### config.mk
export PLATFORM = sky130hd
export DESIGN_NAME = mec_config_bank
export DESIGN_NICKNAME = d
export VERILOG_FILES = /design/src/include/mec_pkg.sv /design/src/rtl/mec_config_bank.sv
export SDC_FILE = /design/constraint.sdc
export NUM_CORES = 1
export LEC_CHECK = 0
export ABC_AREA = 1
export CELL_PAD_IN_SITES_DETAIL_PLACEMENT = 1
export CELL_PAD_IN_SITES_GLOBAL_PLACEMENT = 1
export CORE_MARGIN = 2
export CORE_UTILIZATION = 40
export CTS_CLUSTER_DIAMETER = 120
export DETAILED_ROUTE_END_ITERATION = 7
export DONT_BUFFER_PORTS = 1
export PLACE_DENSITY = 0.69
export SLEW_MARGIN = 20
export SYNTH_ARGS = -nofsm -noshare
export SYNTH_HDL_FRONTEND = slang
export SYNTH_SLANG_ARGS = --single-unit
### constraint.sdc
create_clock -name core_clk_in -period 2.6 [get_ports core_clk_in]
set_input_delay 0.78 -clock core_clk_in [delete_from_list [all_inputs] [get_ports core_clk_in]]
set_output_delay 0.78 -clock core_clk_in [all_outputs]
set_load 0.03 [all_outputs]
### src/include/mec_pkg.sv
// Purpose: Shared constants of the measurement enable configuration bank
// Assumes: 16-bit register port, registers at their printed addresses
// Notes:   Field positions and reset values live here only
`default_nettype none
package mec_pkg;
  // Register port widths
  localparam int ADDR_W = 16;
  localparam int DATA_W = 16;
  localparam int N_AIN  = 4;

  // Register addresses
  localparam logic [ADDR_W-1:0] UPPER_CELL_MEASURE_ENABLE_ADDR   = 16'h1809;
  localparam logic [ADDR_W-1:0] ANALOG_INPUT_MEASURE_CONFIG_ADDR = 16'h180A;

  // Upper-cell enable fields
  localparam int CELL16_MEASURE_ON_BIT = 0;
  localparam int CELL17_MEASURE_ON_BIT = 1;
  localparam logic [DATA_W-1:0] UPPER_CELL_WRITE_MASK  = 16'h0003;
  localparam logic [DATA_W-1:0] UPPER_CELL_RESET_VALUE = 16'h0000;

  // Analog-input config fields
  localparam int INPUT_ENABLE_LSB              = 0;
  localparam int ANALOG_INPUT3_MEASURE_ON_BIT  = 3;
  localparam int ABSOLUTE_INPUT_MEASURE_ON_BIT = 4;
  localparam int FAULT_RESULT_INVALIDATE_BIT   = 5;
  localparam int REFERENCE_SELECT_LSB          = 8;
  localparam int REFERENCE_SELECT_W            = 2;
  localparam logic [DATA_W-1:0] ANALOG_CONFIG_WRITE_MASK  = 16'hFF3F;
  localparam logic [DATA_W-1:0] ANALOG_CONFIG_RESET_VALUE = 16'h0020;

  // Reference selector codes
  typedef enum logic [1:0] {
    MEC_REF_INTERNAL  = 2'h0,
    MEC_REF_RESERVED  = 2'h1,
    MEC_REF_AUXILIARY = 2'h2,
    MEC_REF_CORE      = 2'h3
  } mec_ref_sel_t;

  // Sequencer channel numbers
  localparam int CHAN_W = 3;
  localparam logic [CHAN_W-1:0] CHAN_CELL16   = 3'h0;
  localparam logic [CHAN_W-1:0] CHAN_CELL17   = 3'h1;
  localparam logic [CHAN_W-1:0] CHAN_AIN0     = 3'h2;
  localparam logic [CHAN_W-1:0] CHAN_ABSOLUTE = 3'h6;
endpackage
`default_nettype wire

### src/rtl/mec_config_bank.sv
// Purpose: Measurement enable and analog-input configuration registers
// Assumes: Software port on the core clock, read data one cycle later
// Notes:   Gates sequencer channel requests and the shared GPIO output
//
// The plain strobed port was left to the implementer.
`default_nettype none
`timescale 1ns/10ps

// How it works
// RQ1 - Upper-cell enable register, 16 bits, at address 1809h.
// RQ2 - Bit 1 switches cell channel 17 into or out of measurement.
// RQ3 - Bit 0 switches cell channel 16 into or out of measurement.
// RQ4 - Both upper-cell enables clear to zero on reset.
// RQ5 - Upper-cell bits 15 to 2 read zero and ignore writes.
// RQ6 - Software leaves enables alone during a running measurement.
// RQ7 - Analog config at 180Ah: selectors, zero bits, invalidate, enables; resets 0020h.
// RQ8 - Selector: 00 internal, 10 auxiliary ratio, 11 core ratio, 01 reserved.
// RQ9 - Invalidate set marks analog results invalid on fault; clear keeps them valid.
// RQ10 - Input 3 enable forces GPIO output off; GPIO enable bit unchanged.
// RQ11 - Sequencer skips disabled channels and keeps their results.
module mec_config_bank
  import mec_pkg::*;
(
  // Clock and reset
  input  wire logic                            core_clk_in,
  input  wire logic                            rst_in,
  // Register port
  input  wire logic [mec_pkg::ADDR_W-1:0]      reg_addr_in,
  input  wire logic [mec_pkg::DATA_W-1:0]      reg_wdata_in,
  input  wire logic                            reg_write_in,
  input  wire logic                            reg_read_in,
  output logic      [mec_pkg::DATA_W-1:0]      reg_rdata_out,
  // Configuration to the measurement path
  output logic                                 cell16_measure_on_out,
  output logic                                 cell17_measure_on_out,
  output logic      [mec_pkg::N_AIN-1:0]       analog_input_measure_on_out,
  output logic                                 absolute_input_measure_on_out,
  output logic      [mec_pkg::N_AIN-1:0]       input_ratiometric_out,
  output logic      [mec_pkg::N_AIN-1:0]       input_core_reference_out,
  // Sequencer channel gating
  input  wire logic                            seq_request_in,
  input  wire logic [mec_pkg::CHAN_W-1:0]      seq_channel_in,
  output logic                                 seq_measure_out,
  output logic                                 seq_skip_out,
  // Fault handling of analog results
  input  wire logic                            fault_detected_in,
  output logic                                 analog_result_invalid_out,
  // Shared general-purpose pin, input 3
  input  wire logic                            gpio3_out_enable_in,
  output logic                                 gpio3_out_enable_out
);
  import mec_pkg::*;

  logic [DATA_W-1:0] upper_cell_measure_enable;
  logic [DATA_W-1:0] analog_input_measure_config;
  logic [DATA_W-1:0] next_rdata;
  logic              channel_enabled;
  logic              wr_upper;
  logic              wr_analog;

  // Address decode of the write strobe
  assign wr_upper  = reg_write_in && (reg_addr_in == UPPER_CELL_MEASURE_ENABLE_ADDR);
  assign wr_analog = reg_write_in && (reg_addr_in == ANALOG_INPUT_MEASURE_CONFIG_ADDR);

  // Upper-cell enable register; reserved bits never store
  always_ff @(posedge core_clk_in or posedge rst_in) begin
    if (rst_in) begin
      upper_cell_measure_enable <= UPPER_CELL_RESET_VALUE; // [RQ4]
    end else if (wr_upper) begin // [RQ1]
      upper_cell_measure_enable <= reg_wdata_in & UPPER_CELL_WRITE_MASK; // [RQ5]
    end
  end

  // Analog-input config register; bits 7:6 held at zero
  always_ff @(posedge core_clk_in or posedge rst_in) begin
    if (rst_in) begin
      analog_input_measure_config <= ANALOG_CONFIG_RESET_VALUE; // [RQ7]
    end else if (wr_analog) begin
      analog_input_measure_config <= reg_wdata_in & ANALOG_CONFIG_WRITE_MASK; // [RQ7]
    end
  end

  // Read mux; unmapped addresses answer zero
  always_comb begin
    next_rdata = '0;
    if (reg_read_in) begin
      case (reg_addr_in)
        UPPER_CELL_MEASURE_ENABLE_ADDR:   next_rdata = upper_cell_measure_enable; // [RQ5]
        ANALOG_INPUT_MEASURE_CONFIG_ADDR: next_rdata = analog_input_measure_config;
        default:                          next_rdata = '0;
      endcase
    end
  end

  // Read data stands only in the cycle after the strobe
  always_ff @(posedge core_clk_in or posedge rst_in) begin
    if (rst_in) begin
      reg_rdata_out <= '0;
    end else begin
      reg_rdata_out <= next_rdata;
    end
  end

  // Enables straight from register bits
  assign cell16_measure_on_out = upper_cell_measure_enable[CELL16_MEASURE_ON_BIT]; // [RQ3]
  assign cell17_measure_on_out = upper_cell_measure_enable[CELL17_MEASURE_ON_BIT]; // [RQ2]
  assign absolute_input_measure_on_out =
    analog_input_measure_config[ABSOLUTE_INPUT_MEASURE_ON_BIT];

  // Per-input enable and reference decode; reserved code falls back to internal
  for (genvar i = 0; i < N_AIN; i++) begin : g_ain
    mec_ref_sel_t ref_sel;
    assign ref_sel = mec_ref_sel_t'(analog_input_measure_config[
      REFERENCE_SELECT_LSB + REFERENCE_SELECT_W*i +: REFERENCE_SELECT_W]);
    assign analog_input_measure_on_out[i] = analog_input_measure_config[INPUT_ENABLE_LSB + i];
    assign input_ratiometric_out[i]    = (ref_sel == MEC_REF_AUXILIARY) ||
                                         (ref_sel == MEC_REF_CORE); // [RQ8]
    assign input_core_reference_out[i] = (ref_sel == MEC_REF_CORE); // [RQ8]
  end

  // Enable of the channel the sequencer asks about
  always_comb begin
    channel_enabled = 1'b0;
    case (seq_channel_in)
      CHAN_CELL16:   channel_enabled = cell16_measure_on_out;
      CHAN_CELL17:   channel_enabled = cell17_measure_on_out;
      CHAN_ABSOLUTE: channel_enabled = absolute_input_measure_on_out;
      default: begin
        if (seq_channel_in >= CHAN_AIN0 && seq_channel_in < CHAN_ABSOLUTE) begin
          channel_enabled = analog_input_measure_on_out[
            2'(seq_channel_in - CHAN_AIN0)];
        end
      end
    endcase
  end

  // Grant or skip, one pulse per request; skip keeps the old result
  always_ff @(posedge core_clk_in or posedge rst_in) begin
    if (rst_in) begin
      seq_measure_out <= 1'b0;
      seq_skip_out    <= 1'b0;
    end else begin
      seq_measure_out <= seq_request_in && channel_enabled;  // [RQ11]
      seq_skip_out    <= seq_request_in && !channel_enabled; // [RQ11]
    end
  end

  // Fault marks analog results invalid only while invalidation is on
  always_ff @(posedge core_clk_in or posedge rst_in) begin
    if (rst_in) begin
      analog_result_invalid_out <= 1'b0;
    end else begin
      analog_result_invalid_out <= fault_detected_in &&
        analog_input_measure_config[FAULT_RESULT_INVALIDATE_BIT]; // [RQ9]
    end
  end

  // Measuring input 3 wins the shared pin; the GPIO enable register is untouched
  assign gpio3_out_enable_out = gpio3_out_enable_in &&
    !analog_input_measure_config[ANALOG_INPUT3_MEASURE_ON_BIT]; // [RQ10]

  // Writes during a running measurement are accepted as is; the caller avoids them [RQ6]

  // Checks
  a_upper_write_lands: assert property (@(posedge core_clk_in) disable iff (rst_in) // [RQ1]
    wr_upper |=> upper_cell_measure_enable == ($past(reg_wdata_in) & UPPER_CELL_WRITE_MASK))
    else $error("upper-cell enable write not stored");
  a_cell17_follows: assert property (@(posedge core_clk_in) disable iff (rst_in) // [RQ2]
    wr_upper |=> cell17_measure_on_out == $past(reg_wdata_in[CELL17_MEASURE_ON_BIT]))
    else $error("cell 17 enable does not follow write");
  a_cell16_follows: assert property (@(posedge core_clk_in) disable iff (rst_in) // [RQ3]
    wr_upper |=> cell16_measure_on_out == $past(reg_wdata_in[CELL16_MEASURE_ON_BIT]))
    else $error("cell 16 enable does not follow write");
  a_upper_reset_zero: assert property (@(posedge core_clk_in) // [RQ4]
    $fell(rst_in) |-> !cell16_measure_on_out && !cell17_measure_on_out)
    else $error("upper-cell enables not zero after reset");
  a_upper_reserved_zero: assert property (@(posedge core_clk_in) disable iff (rst_in) // [RQ5]
    reg_read_in && reg_addr_in == UPPER_CELL_MEASURE_ENABLE_ADDR
      |=> (reg_rdata_out & ~UPPER_CELL_WRITE_MASK) == '0)
    else $error("upper-cell reserved bits read nonzero");
  a_analog_readback: assert property (@(posedge core_clk_in) disable iff (rst_in) // [RQ7]
    wr_analog ##1 (reg_read_in && reg_addr_in == ANALOG_INPUT_MEASURE_CONFIG_ADDR && !wr_analog)
      |=> reg_rdata_out == ($past(reg_wdata_in, 2) & ANALOG_CONFIG_WRITE_MASK))
    else $error("analog config readback mismatch");
  a_analog_reset_val: assert property (@(posedge core_clk_in) // [RQ7]
    $fell(rst_in) |-> analog_input_measure_config == ANALOG_CONFIG_RESET_VALUE)
    else $error("analog config reset value wrong");
  a_reference_decode: assert property (@(posedge core_clk_in) disable iff (rst_in) // [RQ8]
    input_core_reference_out[0] |-> input_ratiometric_out[0] &&
      analog_input_measure_config[REFERENCE_SELECT_LSB +: REFERENCE_SELECT_W] == MEC_REF_CORE)
    else $error("reference decode wrong for input 0");
  a_fault_invalidate: assert property (@(posedge core_clk_in) disable iff (rst_in) // [RQ9]
    fault_detected_in && analog_input_measure_config[FAULT_RESULT_INVALIDATE_BIT] && !wr_analog
      |=> analog_result_invalid_out)
    else $error("fault did not invalidate analog results");
  a_fault_kept_valid: assert property (@(posedge core_clk_in) disable iff (rst_in) // [RQ9]
    !analog_input_measure_config[FAULT_RESULT_INVALIDATE_BIT] && !wr_analog
      |=> !analog_result_invalid_out)
    else $error("results invalidated while invalidation off");
  a_gpio_forced_off: assert property (@(posedge core_clk_in) disable iff (rst_in) // [RQ10]
    analog_input_measure_on_out[3] |-> !gpio3_out_enable_out)
    else $error("GPIO output on while input 3 measured");
  a_skip_disabled: assert property (@(posedge core_clk_in) disable iff (rst_in) // [RQ11]
    seq_request_in && seq_channel_in == CHAN_CELL17 && !cell17_measure_on_out
      |=> seq_skip_out && !seq_measure_out)
    else $error("disabled cell 17 was not skipped");
  a_unmapped_zero: assert property (@(posedge core_clk_in) disable iff (rst_in)
    reg_read_in && reg_addr_in != UPPER_CELL_MEASURE_ENABLE_ADDR
      && reg_addr_in != ANALOG_INPUT_MEASURE_CONFIG_ADDR |=> reg_rdata_out == '0)
    else $error("unmapped read not zero");

  // Read data must not linger; a stale word would look like a fresh answer
  a_rdata_idle_zero: assert property (@(posedge core_clk_in) disable iff (rst_in)
    !reg_read_in |=> reg_rdata_out == '0)
    else $error("read data present without a read");

  // Readback of the upper-cell enables returns the stored word
  a_upper_readback: assert property (@(posedge core_clk_in) disable iff (rst_in) // [RQ1]
    reg_read_in && reg_addr_in == UPPER_CELL_MEASURE_ENABLE_ADDR
      |=> reg_rdata_out == $past(upper_cell_measure_enable))
    else $error("upper-cell enable readback mismatch");

  // Only a decoded write may change the upper-cell enables
  a_upper_holds: assert property (@(posedge core_clk_in) disable iff (rst_in) // [RQ1]
    !wr_upper |=> $stable(upper_cell_measure_enable))
    else $error("upper-cell enables changed without a write");

  // Reserved upper-cell bits never hold a one, whatever was written
  a_upper_store_masked: assert property (@(posedge core_clk_in) disable iff (rst_in) // [RQ5]
    (upper_cell_measure_enable & ~UPPER_CELL_WRITE_MASK) == '0)
    else $error("reserved upper-cell bit stored");

  // Only a decoded write may change the analog config
  a_analog_holds: assert property (@(posedge core_clk_in) disable iff (rst_in) // [RQ7]
    !wr_analog |=> $stable(analog_input_measure_config))
    else $error("analog config changed without a write");

  // Bits 7:6 of the analog config stay zero in storage
  a_analog_reserved_zero: assert property (@(posedge core_clk_in) disable iff (rst_in) // [RQ7]
    (analog_input_measure_config & ~ANALOG_CONFIG_WRITE_MASK) == '0)
    else $error("reserved analog config bit stored");

  // Input enables follow the low field of a write
  a_inputs_follow: assert property (@(posedge core_clk_in) disable iff (rst_in) // [RQ7]
    wr_analog |=> analog_input_measure_on_out == $past(reg_wdata_in[INPUT_ENABLE_LSB +: N_AIN]))
    else $error("input enables do not follow write");

  // Absolute-input enable follows its write bit
  a_absolute_follows: assert property (@(posedge core_clk_in) disable iff (rst_in) // [RQ7]
    wr_analog |=> absolute_input_measure_on_out == $past(reg_wdata_in[ABSOLUTE_INPUT_MEASURE_ON_BIT]))
    else $error("absolute input enable does not follow write");

  // Invalidation comes out of reset switched on
  a_invalidate_reset_on: assert property (@(posedge core_clk_in) // [RQ9]
    $fell(rst_in) |-> analog_input_measure_config[FAULT_RESULT_INVALIDATE_BIT])
    else $error("invalidate control not set after reset");

  // Auxiliary code gives ratiometric without the core supply
  a_reference_aux: assert property (@(posedge core_clk_in) disable iff (rst_in) // [RQ8]
    input_ratiometric_out[0] && !input_core_reference_out[0] |->
      analog_input_measure_config[REFERENCE_SELECT_LSB +: REFERENCE_SELECT_W] == MEC_REF_AUXILIARY)
    else $error("auxiliary reference decode wrong for input 0");

  // Upper selector bit clear means the internal reference; reserved code included
  a_reference_internal: assert property (@(posedge core_clk_in) disable iff (rst_in) // [RQ8]
    !analog_input_measure_config[REFERENCE_SELECT_LSB + 1] |->
      !input_ratiometric_out[0] && !input_core_reference_out[0])
    else $error("internal reference decode wrong for input 0");

  // Highest input uses the top selector field
  a_reference_core3: assert property (@(posedge core_clk_in) disable iff (rst_in) // [RQ8]
    input_core_reference_out[3] |-> &analog_input_measure_config[
      REFERENCE_SELECT_LSB + REFERENCE_SELECT_W*(N_AIN-1) +: REFERENCE_SELECT_W])
    else $error("reference decode wrong for input 3");

  // No fault, no invalidation, whatever the control says
  a_fault_needed: assert property (@(posedge core_clk_in) disable iff (rst_in) // [RQ9]
    !fault_detected_in |=> !analog_result_invalid_out)
    else $error("results invalidated without a fault");

  // With input 3 off the GPIO enable passes untouched
  a_gpio_passes: assert property (@(posedge core_clk_in) disable iff (rst_in) // [RQ10]
    !analog_input_measure_config[ANALOG_INPUT3_MEASURE_ON_BIT] |->
      gpio3_out_enable_out == gpio3_out_enable_in)
    else $error("GPIO output enable altered while input 3 off");

  // Every request gets exactly one of the two answers
  a_seq_one_answer: assert property (@(posedge core_clk_in) disable iff (rst_in) // [RQ11]
    seq_request_in |=> seq_measure_out != seq_skip_out)
    else $error("sequencer request without a single answer");

  // No request, no answer
  a_seq_quiet: assert property (@(posedge core_clk_in) disable iff (rst_in) // [RQ11]
    !seq_request_in |=> !seq_measure_out && !seq_skip_out)
    else $error("sequencer answer without a request");

  // Enabled cell 16 is measured
  a_cell16_measured: assert property (@(posedge core_clk_in) disable iff (rst_in) // [RQ11]
    seq_request_in && seq_channel_in == CHAN_CELL16 && cell16_measure_on_out
      |=> seq_measure_out && !seq_skip_out)
    else $error("enabled cell 16 was not measured");

  // Input 0 is gated by its own enable
  a_input0_gated: assert property (@(posedge core_clk_in) disable iff (rst_in) // [RQ11]
    seq_request_in && seq_channel_in == CHAN_AIN0
      |=> seq_measure_out == $past(analog_input_measure_on_out[0]))
    else $error("input 0 gating wrong");

  // Absolute input is gated by its own enable
  a_absolute_gated: assert property (@(posedge core_clk_in) disable iff (rst_in) // [RQ11]
    seq_request_in && seq_channel_in == CHAN_ABSOLUTE
      |=> seq_measure_out == $past(absolute_input_measure_on_out))
    else $error("absolute input gating wrong");

  // The spare channel number names nothing and is always skipped
  a_spare_skipped: assert property (@(posedge core_clk_in) disable iff (rst_in) // [RQ11]
    seq_request_in && (&seq_channel_in) |=> seq_skip_out && !seq_measure_out)
    else $error("spare channel was not skipped");

  // Main scenarios
  c_cell17_measured: cover property (@(posedge core_clk_in) disable iff (rst_in)
    wr_upper ##1 seq_request_in && seq_channel_in == CHAN_CELL17 ##1 seq_measure_out);
  c_input3_takes_pin: cover property (@(posedge core_clk_in) disable iff (rst_in)
    gpio3_out_enable_in && analog_input_measure_on_out[3]);
  c_fault_invalidates: cover property (@(posedge core_clk_in) disable iff (rst_in)
    fault_detected_in ##1 analog_result_invalid_out);
  c_core_reference: cover property (@(posedge core_clk_in) disable iff (rst_in)
    input_core_reference_out[3]);
  c_write_then_read: cover property (@(posedge core_clk_in) disable iff (rst_in)
    wr_analog ##1 reg_read_in && reg_addr_in == ANALOG_INPUT_MEASURE_CONFIG_ADDR);

endmodule // mec_config_bank
`default_nettype wire

# After elaboration in Yosys (flattened, before gate mapping)
# Cells that the tools add are included.
# W data, S select, Z words.
dict set report op_classes {
  addsub 1
  n_lt_le_gt_ge 3
  eq_ne 12
  muxes 6
  n_reduce_logical 14
}
# operator n
set ops {}
lappend ops {{$eq A16 B13 Y1 const B} 2}
lappend ops {{$pmux W16 S2} 1}
lappend ops {{$eq A2 B2 Y1 const B} 8}
lappend ops {{$mux W16} 1}
lappend ops {{$logic_and A1 B1 Y1} 7}
lappend ops {{$logic_or A1 B1 Y1} 4}
lappend ops {{$eq A3 B1 Y1 const B} 1}
lappend ops {{$eq A3 B3 Y1 const B} 1}
lappend ops {{$ge A3 B2 Y1 const B} 1}
lappend ops {{$logic_not A3 Y1} 1}
lappend ops {{$lt A2 B3 Y1 const B} 1}
lappend ops {{$lt A3 B3 Y1 const B} 1}
lappend ops {{$pmux W1 S3} 1}
lappend ops {{$bmux W1 S2} 1}
lappend ops {{$logic_not A1 Y1} 2}
lappend ops {{$mux W1} 2}
lappend ops {{$sub A2 B2 Y2 const B} 1}
dict set report word_totals {
  regBits 35
  input_bits 42
  output_inout_bits 35
  word_cells 42
}

# Logic depth before layout (Yosys ltp)
# Gate-level depths: netlist (run 1).
dict set report depth {
  ltp_word 7
  depth_mapped 8
  ltp_nobuf 7
}

# Worst setup path after synthesis (run 1)
# OpenSTA, ideal clock, no wires.
dict set report synth_path {
  path_kind {input to output}
  start {input gpio3_out_enable_in}
  end {output gpio3_out_enable_out}
  t_arrival_ps 1202
  t_required_ps 1820
  setup_slack_ps 618
  cell_stages 2
  n_path_buf 0
  path_cell_list {inv_1 -> nor2_1}
}
dict set report synth_via {
  elab_chain_cells 1
}
# item line
set synth_rtl {}
lappend synth_rtl {{start: declaration} mec_config_bank.sv:49} ;# input wire logic gpio3_out_enable_in,
lappend synth_rtl {{$logic_and A1 B1 Y1} mec_config_bank.sv:159} ;# assign gpio3_out_enable_out = gpio3_out_enable_in &&
lappend synth_rtl {{end: declaration} mec_config_bank.sv:50} ;# output logic gpio3_out_enable_out
# No other way between the ends.

# Final worst setup path (run 1)
dict set report layout_path {
  start {register analog_input_measure_config[3]}
  end {output gpio3_out_enable_out}
}
dict set report layout_via {
  elab_chain_cells 2
}
# item line
set layout_rtl {}
lappend layout_rtl {{start: declaration} mec_config_bank.sv:55} ;# logic [DATA_W-1:0] analog_input_measure_config;
lappend layout_rtl {{start signal: assignment} mec_config_bank.sv:79} ;# analog_input_measure_config <= reg_wdata_in & ANALOG_CONFIG_WRITE_MASK;
lappend layout_rtl {{$logic_not A1 Y1} mec_config_bank.sv:160} ;# !analog_input_measure_config[ANALOG_INPUT3_MEASURE_ON_BIT];
lappend layout_rtl {{$logic_and A1 B1 Y1} mec_config_bank.sv:159}
# No other way between the ends.

==> results of run 1 <==
==> layout by cell type (no fill, tap or decap) <==
cell and n:
a21oi_1 1, buf_4 2, clkbuf_1 3, clkbuf_8 5, conb_1 2, dfrtp_1 32
dfstp_2 1, inv_1 30, nand2_1 48, nand2_2 2, nand3_1 9, nand3_2 1
nand3_4 1, nand3b_1 2, nand4_1 18, nor2_1 10, nor2_2 12, nor2_4 1
nor2_8 1, or2_2 1
==> cells by family after synthesis <==
group	after synthesis
AO/OA/AOI/OAI	1
buffers and inverters	47
flip-flops	33
other	1
AND/OR/NAND/NOR	106
==> layout make-up <==
| class | instances | area [um^2] |
|---|---|---|
| Fill cell | 467 | 2290 |
| Sequential cell | 33 | 827 |
| Multi-Input combinational cell | 109 | 556 |
| Inverter | 30 | 113 |
| Clock buffer | 8 | 80.1 |
| Tap cell | 50 | 62.6 |
| Timing Repair Buffer | 2 | 15.0 |
==> worst min path at each step <==
stage	startpoint	end	slack [ns]	depth (start not counted)
after detailed placement	analog_input_measure_config[5]$_DFFE_PP1P_	analog_input_measure_config[5]$_DFFE_PP1P_	0.48	2
after CTS	rst_in	reg_rdata_out[0]$_DFF_PP0_	0.41	1
after global placement	analog_input_measure_config[5]$_DFFE_PP1P_	analog_input_measure_config[5]$_DFFE_PP1P_	0.47	2
final	rst_in	seq_measure_out$_DFF_PP0_	0.39	1
after global routing	rst_in	upper_cell_measure_enable[0]$_DFFE_PP0P_	0.41	1
after floorplan	analog_input_measure_config[5]$_DFFE_PP1P_	analog_input_measure_config[5]$_DFFE_PP1P_	0.45	2
==> flip-flops by register name, summed over array words and instances, names as in the netlist <==
register	cells
analog_result_invalid_out	1
seq_skip_out	1
seq_measure_out	1
analog_input_measure_config	14
reg_rdata_out	14
upper_cell_measure_enable	2
==> routing by layer <==
layer / routed length (um) / part of all wire (%) / vias up / GRT usage [%]
li1: - / - / 554 / -
met1: 1420 / 40 / 547 / 19.9
met2: 1770 / 50 / 49 / 30.0
met3: 261 / 7.4 / 6 / 7.00
met4: 64 / 1.8 / 0 / 7.65
met5: 0 / 0 / - / 0
==> through the flow <==
step | total power, W | setup slack [ns] | utilization (%) | hold WS, ns
floorplan | 0.000567 | 0.618 | - | 0.451
CTS | 0.000931 | 0.488 | 41.9 | 0.410
global route | 0.000963 | 0.459 | 41.9 | 0.406
finish | 0.000915 | 0.515 | 41.9 | 0.395
detailed placement | 0.000568 | 0.570 | 39.9 | 0.476
global placement | 0.000566 | 0.593 | 39.9 | 0.470
==> report_power, final <==
group / internal (W) / switching, W / total, W
clock network: 0.000190 / 0.000168 / 0.000358
registers: 0.000516 / 0.00000523 / 0.000521
logic: 0.00000889 / 0.0000275 / 0.0000364
total: 0.000714 / 0.000201 / 0.000915
==> flow_summary.json, run 1 <==
{
  "status": "finished clean",
  "ff2ff_setup_slack_ns": 1.35,
  "io_pins": 77,
  "drc": 0,
  "drive_gt1_share_pct": 14.8,
  "worstMarginPinSlew_ns": 0.552,
  "yosys_warnings": 0,
  "ys.flop_type": "dfrtp_1",
  "p_leak_nw": 0.867,
  "post_cts_buffers": 0,
  "diodes": 0,
  "critPathMaxStageDelay_ns": 0.52,
  "dp_hpwl_um": 2670,
  "die-area_mm2": 0.00454,
  "clk_pin_slew_ns": 0.06,
  "drt_wl_total_um": 3510,
  "vias": 1156,
  "grt_overflow": 0,
  "place_inst": 224,
  "grt_pass1_vias": 1218,
  "synthCells": 188,
  "setup-tns-final_ns": 0,
  "cp-end-kind": "primary output",
  "yosysTopAreaCell": "dfrtp_1",
  "cts_made_buffers": 5,
  "async_reset_ff_share_pct": 100,
  "clock_latency_ns": 0.28,
  "synth_compound_area_share_pct": 0.312,
  "dpl_cell_area_mm2": 0.00157,
  "synth-seq-area-share_pct": 51.5,
  "htreeDepth": 2,
  "numPortBuffers": 0,
  "synthMuxAreaShare_pct": 0,
  "fin_nets": 223,
  "path_cells": "nor2_1",
  "synth_adder_area_share_pct": 0,
  "viasPerCell": 4.98,
  "reg2reg_to": "seq_skip_out$_DFF_PP0_",
  "r2r_start": "upper_cell_measure_enable[1]$_DFFE_PP0P_",
  "cp_slowest_cell": "dfrtp_1",
  "slew_violations": 0,
  "synth_top_family_by_area": "simple AND/OR/NAND/NOR gates",
  "syn-cell-area_mm2": 0.00161,
  "critPathMaxFanout": 4,
  "critPathTopFamily": "flip-flops",
  "first_pass_iters": 4,
  "timing.critical_path.arrival_ns": 1.31,
  "path_depth": 1,
  "crit_end": "gpio3_out_enable_out",
  "finClkSkew_ns": 0.00210,
  "fmaxAchievable_mhz": 480,
  "yosysUniqueCellTypes": 21,
  "yosys-top-cells-count": "nand2_1, dfrtp_1, inv_1",
  "setup_viol": 0,
  "die_w_um": 67.4,
  "max-slew-margin-rel_pct": 63.1,
  "wl_per_cell_um": 15.1,
  "post_cts_resized": 0,
  "layout_worst_path_cycle_share_pct": 80.2,
  "p_per_area_mw_per_mm2": 554,
  "grt_antenna_before_repair": 0,
  "grt.total_usage_pct": 17.8,
  "hold_viol": 0,
  "synth_edf_count": 0,
  "grt_max_degree": 23,
  "start_util_pct": 40.7,
  "ant_nets": 0,
  "yosysTopAreaCellShare_pct": 49.9,
  "area_growth_pct": 2.96,
  "row_count": 23,
  "yosys.area_share.simple_pct": 33.8,
  "grt_pass1_wl_um": 5800,
  "die_y_um": 67.4,
  "cts-hold-fix-buffers": 0,
  "ys_top_cells_by_area": "dfrtp_1, nand2_1, inv_1, nand4_1, nor2_2",
  "rsz0062_at_grt": "false",
  "drtIter0Drc": 34,
  "synth.avg_cell_area_um2": 8.54,
  "fin_area_mm2": 0.00165,
  "clockRootBuffer": "clkbuf_8",
  "maxCapViolations": 0,
  "yosys_register_bits": 33,
  "yosys.area_share.xor_xnor_pct": 0,
  "worstPathRequired_ns": 1.82,
  "ir_drop_mv": 0.176,
  "setup.worst_path.start_class": "flop",
  "post-synth-top-count-cell": "nand2_1",
  "cts_tree": "done",
  "clock_sinks": 33,
  "crit_start": "analog_input_measure_config[3]$_DFFE_PP0P_",
  "cts_buffer_depth": 2,
  "globalplace.congestion": 0.718,
  "critical_path_buf_inv_count": 0,
  "reg2reg_depth": 4,
  "critical_path_class": "flop to primary output",
  "min_period_ns": 2.09,
  "fp.coreArea_mm2": 0.00394,
  "instances_no_fill": 232,
  "hold_path_class": "input port to asynchronous set/reset pin"
}
No activity file was read; power rests on OpenSTA's default activity.
==> inputs of run 2 (changes only) <==
clock period = 2.1 ns   (was 2.6 ns; I/O delays follow)
==> run 2 against run 1 <==
Against the previous run:
- sequential power increased by 24%
- sequential share of layout area fell by 1.0 points
- critical path depth grew 1
- setup slack worse by 0.23 ns
- cell area up 2.0%
- critical endpoint is now input_core_reference_out[2]
- non-clock buffer count is 2 higher
- final cell count is 0.43% higher
- register-to-register slack got worse by 0.48 ns
- utilization grew 0.86 points
- total power rose by 27%
- global-route usage fell by 0.41 points
==> flow_summary.json, run 2 (same netlist as run 1, synthesis figures left out) <==
{
  "status": "finished clean",
  "cp_slowest_cell": "dfrtp_1",
  "p_comb_share_pct": 4.2,
  "hold_path_class": "input port to asynchronous set/reset pin",
  "ant_nets": 0,
  "clock_latency_ns": 0.28,
  "drc": 0,
  "row_count": 23,
  "power_w": 0.00117,
  "die_y_um": 67.4,
  "start_util_pct": 40.7,
  "drt_wl_total_um": 3590,
  "cp-end-kind": "primary output",
  "area_growth_pct": 5.07,
  "viasPerCell": 5.07,
  "die-area_mm2": 0.00454,
  "setup_viol": 0,
  "wl_per_cell_um": 15.4,
  "htreeDepth": 2,
  "drive_gt1_share_pct": 16.4,
  "place_inst": 226,
  "min_period_ns": 1.81,
  "die_w_um": 67.4,
  "fmaxAchievable_mhz": 551,
  "first_pass_iters": 4,
  "reg_top3": "analog_input_measure_config x14, reg_rdata_out x14, upper_cell_measure_enable x2",
  "reg2reg_to": "seq_skip_out$_DFF_PP0_",
  "fin_util_pct": 42.8,
  "grt_pass1_vias": 1236,
  "grt_pass1_wl_um": 5710,
  "hold_viol": 0,
  "worstPathRequired_ns": 1.47,
  "r2r_start": "upper_cell_measure_enable[1]$_DFFE_PP0P_",
  "critical_path_class": "flop to primary output",
  "clk_pin_slew_ns": 0.06,
  "maxCapViolations": 0,
  "seqPwrFrac_pct": 55.3,
  "grt_max_degree": 23,
  "post_cts_resized": 0,
  "vias": 1181,
  "clock_sinks": 33,
  "p_sw_w": 0.000253,
  "post_cts_buffers": 0,
  "cts_tree": "done",
  "cts_buffer_depth": 2,
  "path_cells": "nand2_1 -> inv_1",
  "instances_no_fill": 233,
  "numPortBuffers": 0,
  "grt_overflow": 0,
  "setup.worst_path.start_class": "flop",
  "final_cell_mix": "nand2_1, dfrtp_1, inv_1",
  "globalplace.congestion": 0.735,
  "slew_violations": 0,
  "timing.critical_path.arrival_ns": 1.18,
  "rsz0062_at_grt": "false",
  "clockRootBuffer": "clkbuf_8",
  "reg2reg_depth": 4,
  "drtIter0Drc": 58,
  "fin_nets": 225,
  "cts_made_buffers": 5,
  "critPathMaxStageDelay_ns": 0.57,
  "clock_power_share_pct": 40.5,
  "switching_share_pct": 21.7,
  "grt.total_usage_pct": 17.4,
  "setup-tns-final_ns": 0,
  "ff2ff_setup_slack_ns": 0.87,
  "fp.coreArea_mm2": 0.00394,
  "critPathMaxFanout": 4,
  "finClkSkew_ns": 0.00340,
  "p_leak_nw": 0.887,
  "intPower_w": 0.000913,
  "io_pins": 77,
  "final_common_cell": "nand2_1",
  "ir_drop_mv": 0.166,
  "diodes": 0,
  "hold_ws_ns": 0.255,
  "grt_antenna_before_repair": 0,
  "dp_hpwl_um": 2750,
  "cts-hold-fix-buffers": 0,
  "p_per_area_mw_per_mm2": 691,
  "layout_worst_path_cycle_share_pct": 86.3
}
==> run 2: cell types whose count changed in the layout (fill, tap and decap cells not counted), sizes merged <==
cell | before | now
clkbuf | 8 | 7
buf | 2 | 4
==> run 2: worst max-delay path by stage <==
stage	endpoint	depth (start not counted)	from
finish	input_core_reference_out[2]	2	analog_input_measure_config[13]$_DFFE_PP0P_
global placement	reg_rdata_out[3]$_DFF_PP0_	5	reg_addr_in[7]
CTS	input_core_reference_out[2]	2	analog_input_measure_config[13]$_DFFE_PP0P_
global route	input_core_reference_out[3]	2	analog_input_measure_config[15]$_DFFE_PP0P_
floorplan	gpio3_out_enable_out	2	gpio3_out_enable_in
detailed placement	reg_rdata_out[2]$_DFF_PP0_	5	reg_addr_in[7]
==> run 2: per-stage QoR <==
step	area, um^2	setup slack, ns
finish	1690	0.287
floorplan	1610	0.418
CTS	1690	0.277
global placement	1600	0.338
global route	1690	0.243
detailed placement	1600	0.256
==> run 2: power by group through the flow <==
stage | Clock, W | Combinational [W] | Sequential (W)
6_report | 0.000472 | 0.0000491 | 0.000645
5_1_grt | 0.000513 | 0.0000565 | 0.000645
4_1_cts | 0.000483 | 0.0000508 | 0.000645
3_5_place_dp | 0 | 0.0000507 | 0.000657
3_3_place_gp | 0 | 0.0000482 | 0.000657
2_1_floorplan | 0 | 0.0000457 | 0.000656
==> run 2: per-layer routing <==
layer	GRT usage [%]	up-vias	share of wire, %	wire length, um
met2	29.6	54	51	1830
met3	6.50	6	9.0	322
met4	6.89	0	1.7	61
li1	-	556	-	-
met5	0	-	0	0
met1	19.7	565	38	1370
==> run 2: cell type report <==
class | instances | area, um^2
clock buffers | 7 | 86.3
well taps | 50 | 62.6
repair buffers | 4 | 42.5
multi-input cells | 109 | 556
fillers | 464 | 2260
flip-flops and latches | 33 | 827
inverters | 30 | 113
==> run 2: critical path, delay by kind of cell (launching register included) <==
kind                   cells  cell delay [ns]
buffers and inverters      1             0.23
DFF                        1             0.57
and+or+nand+nor            1             0.10
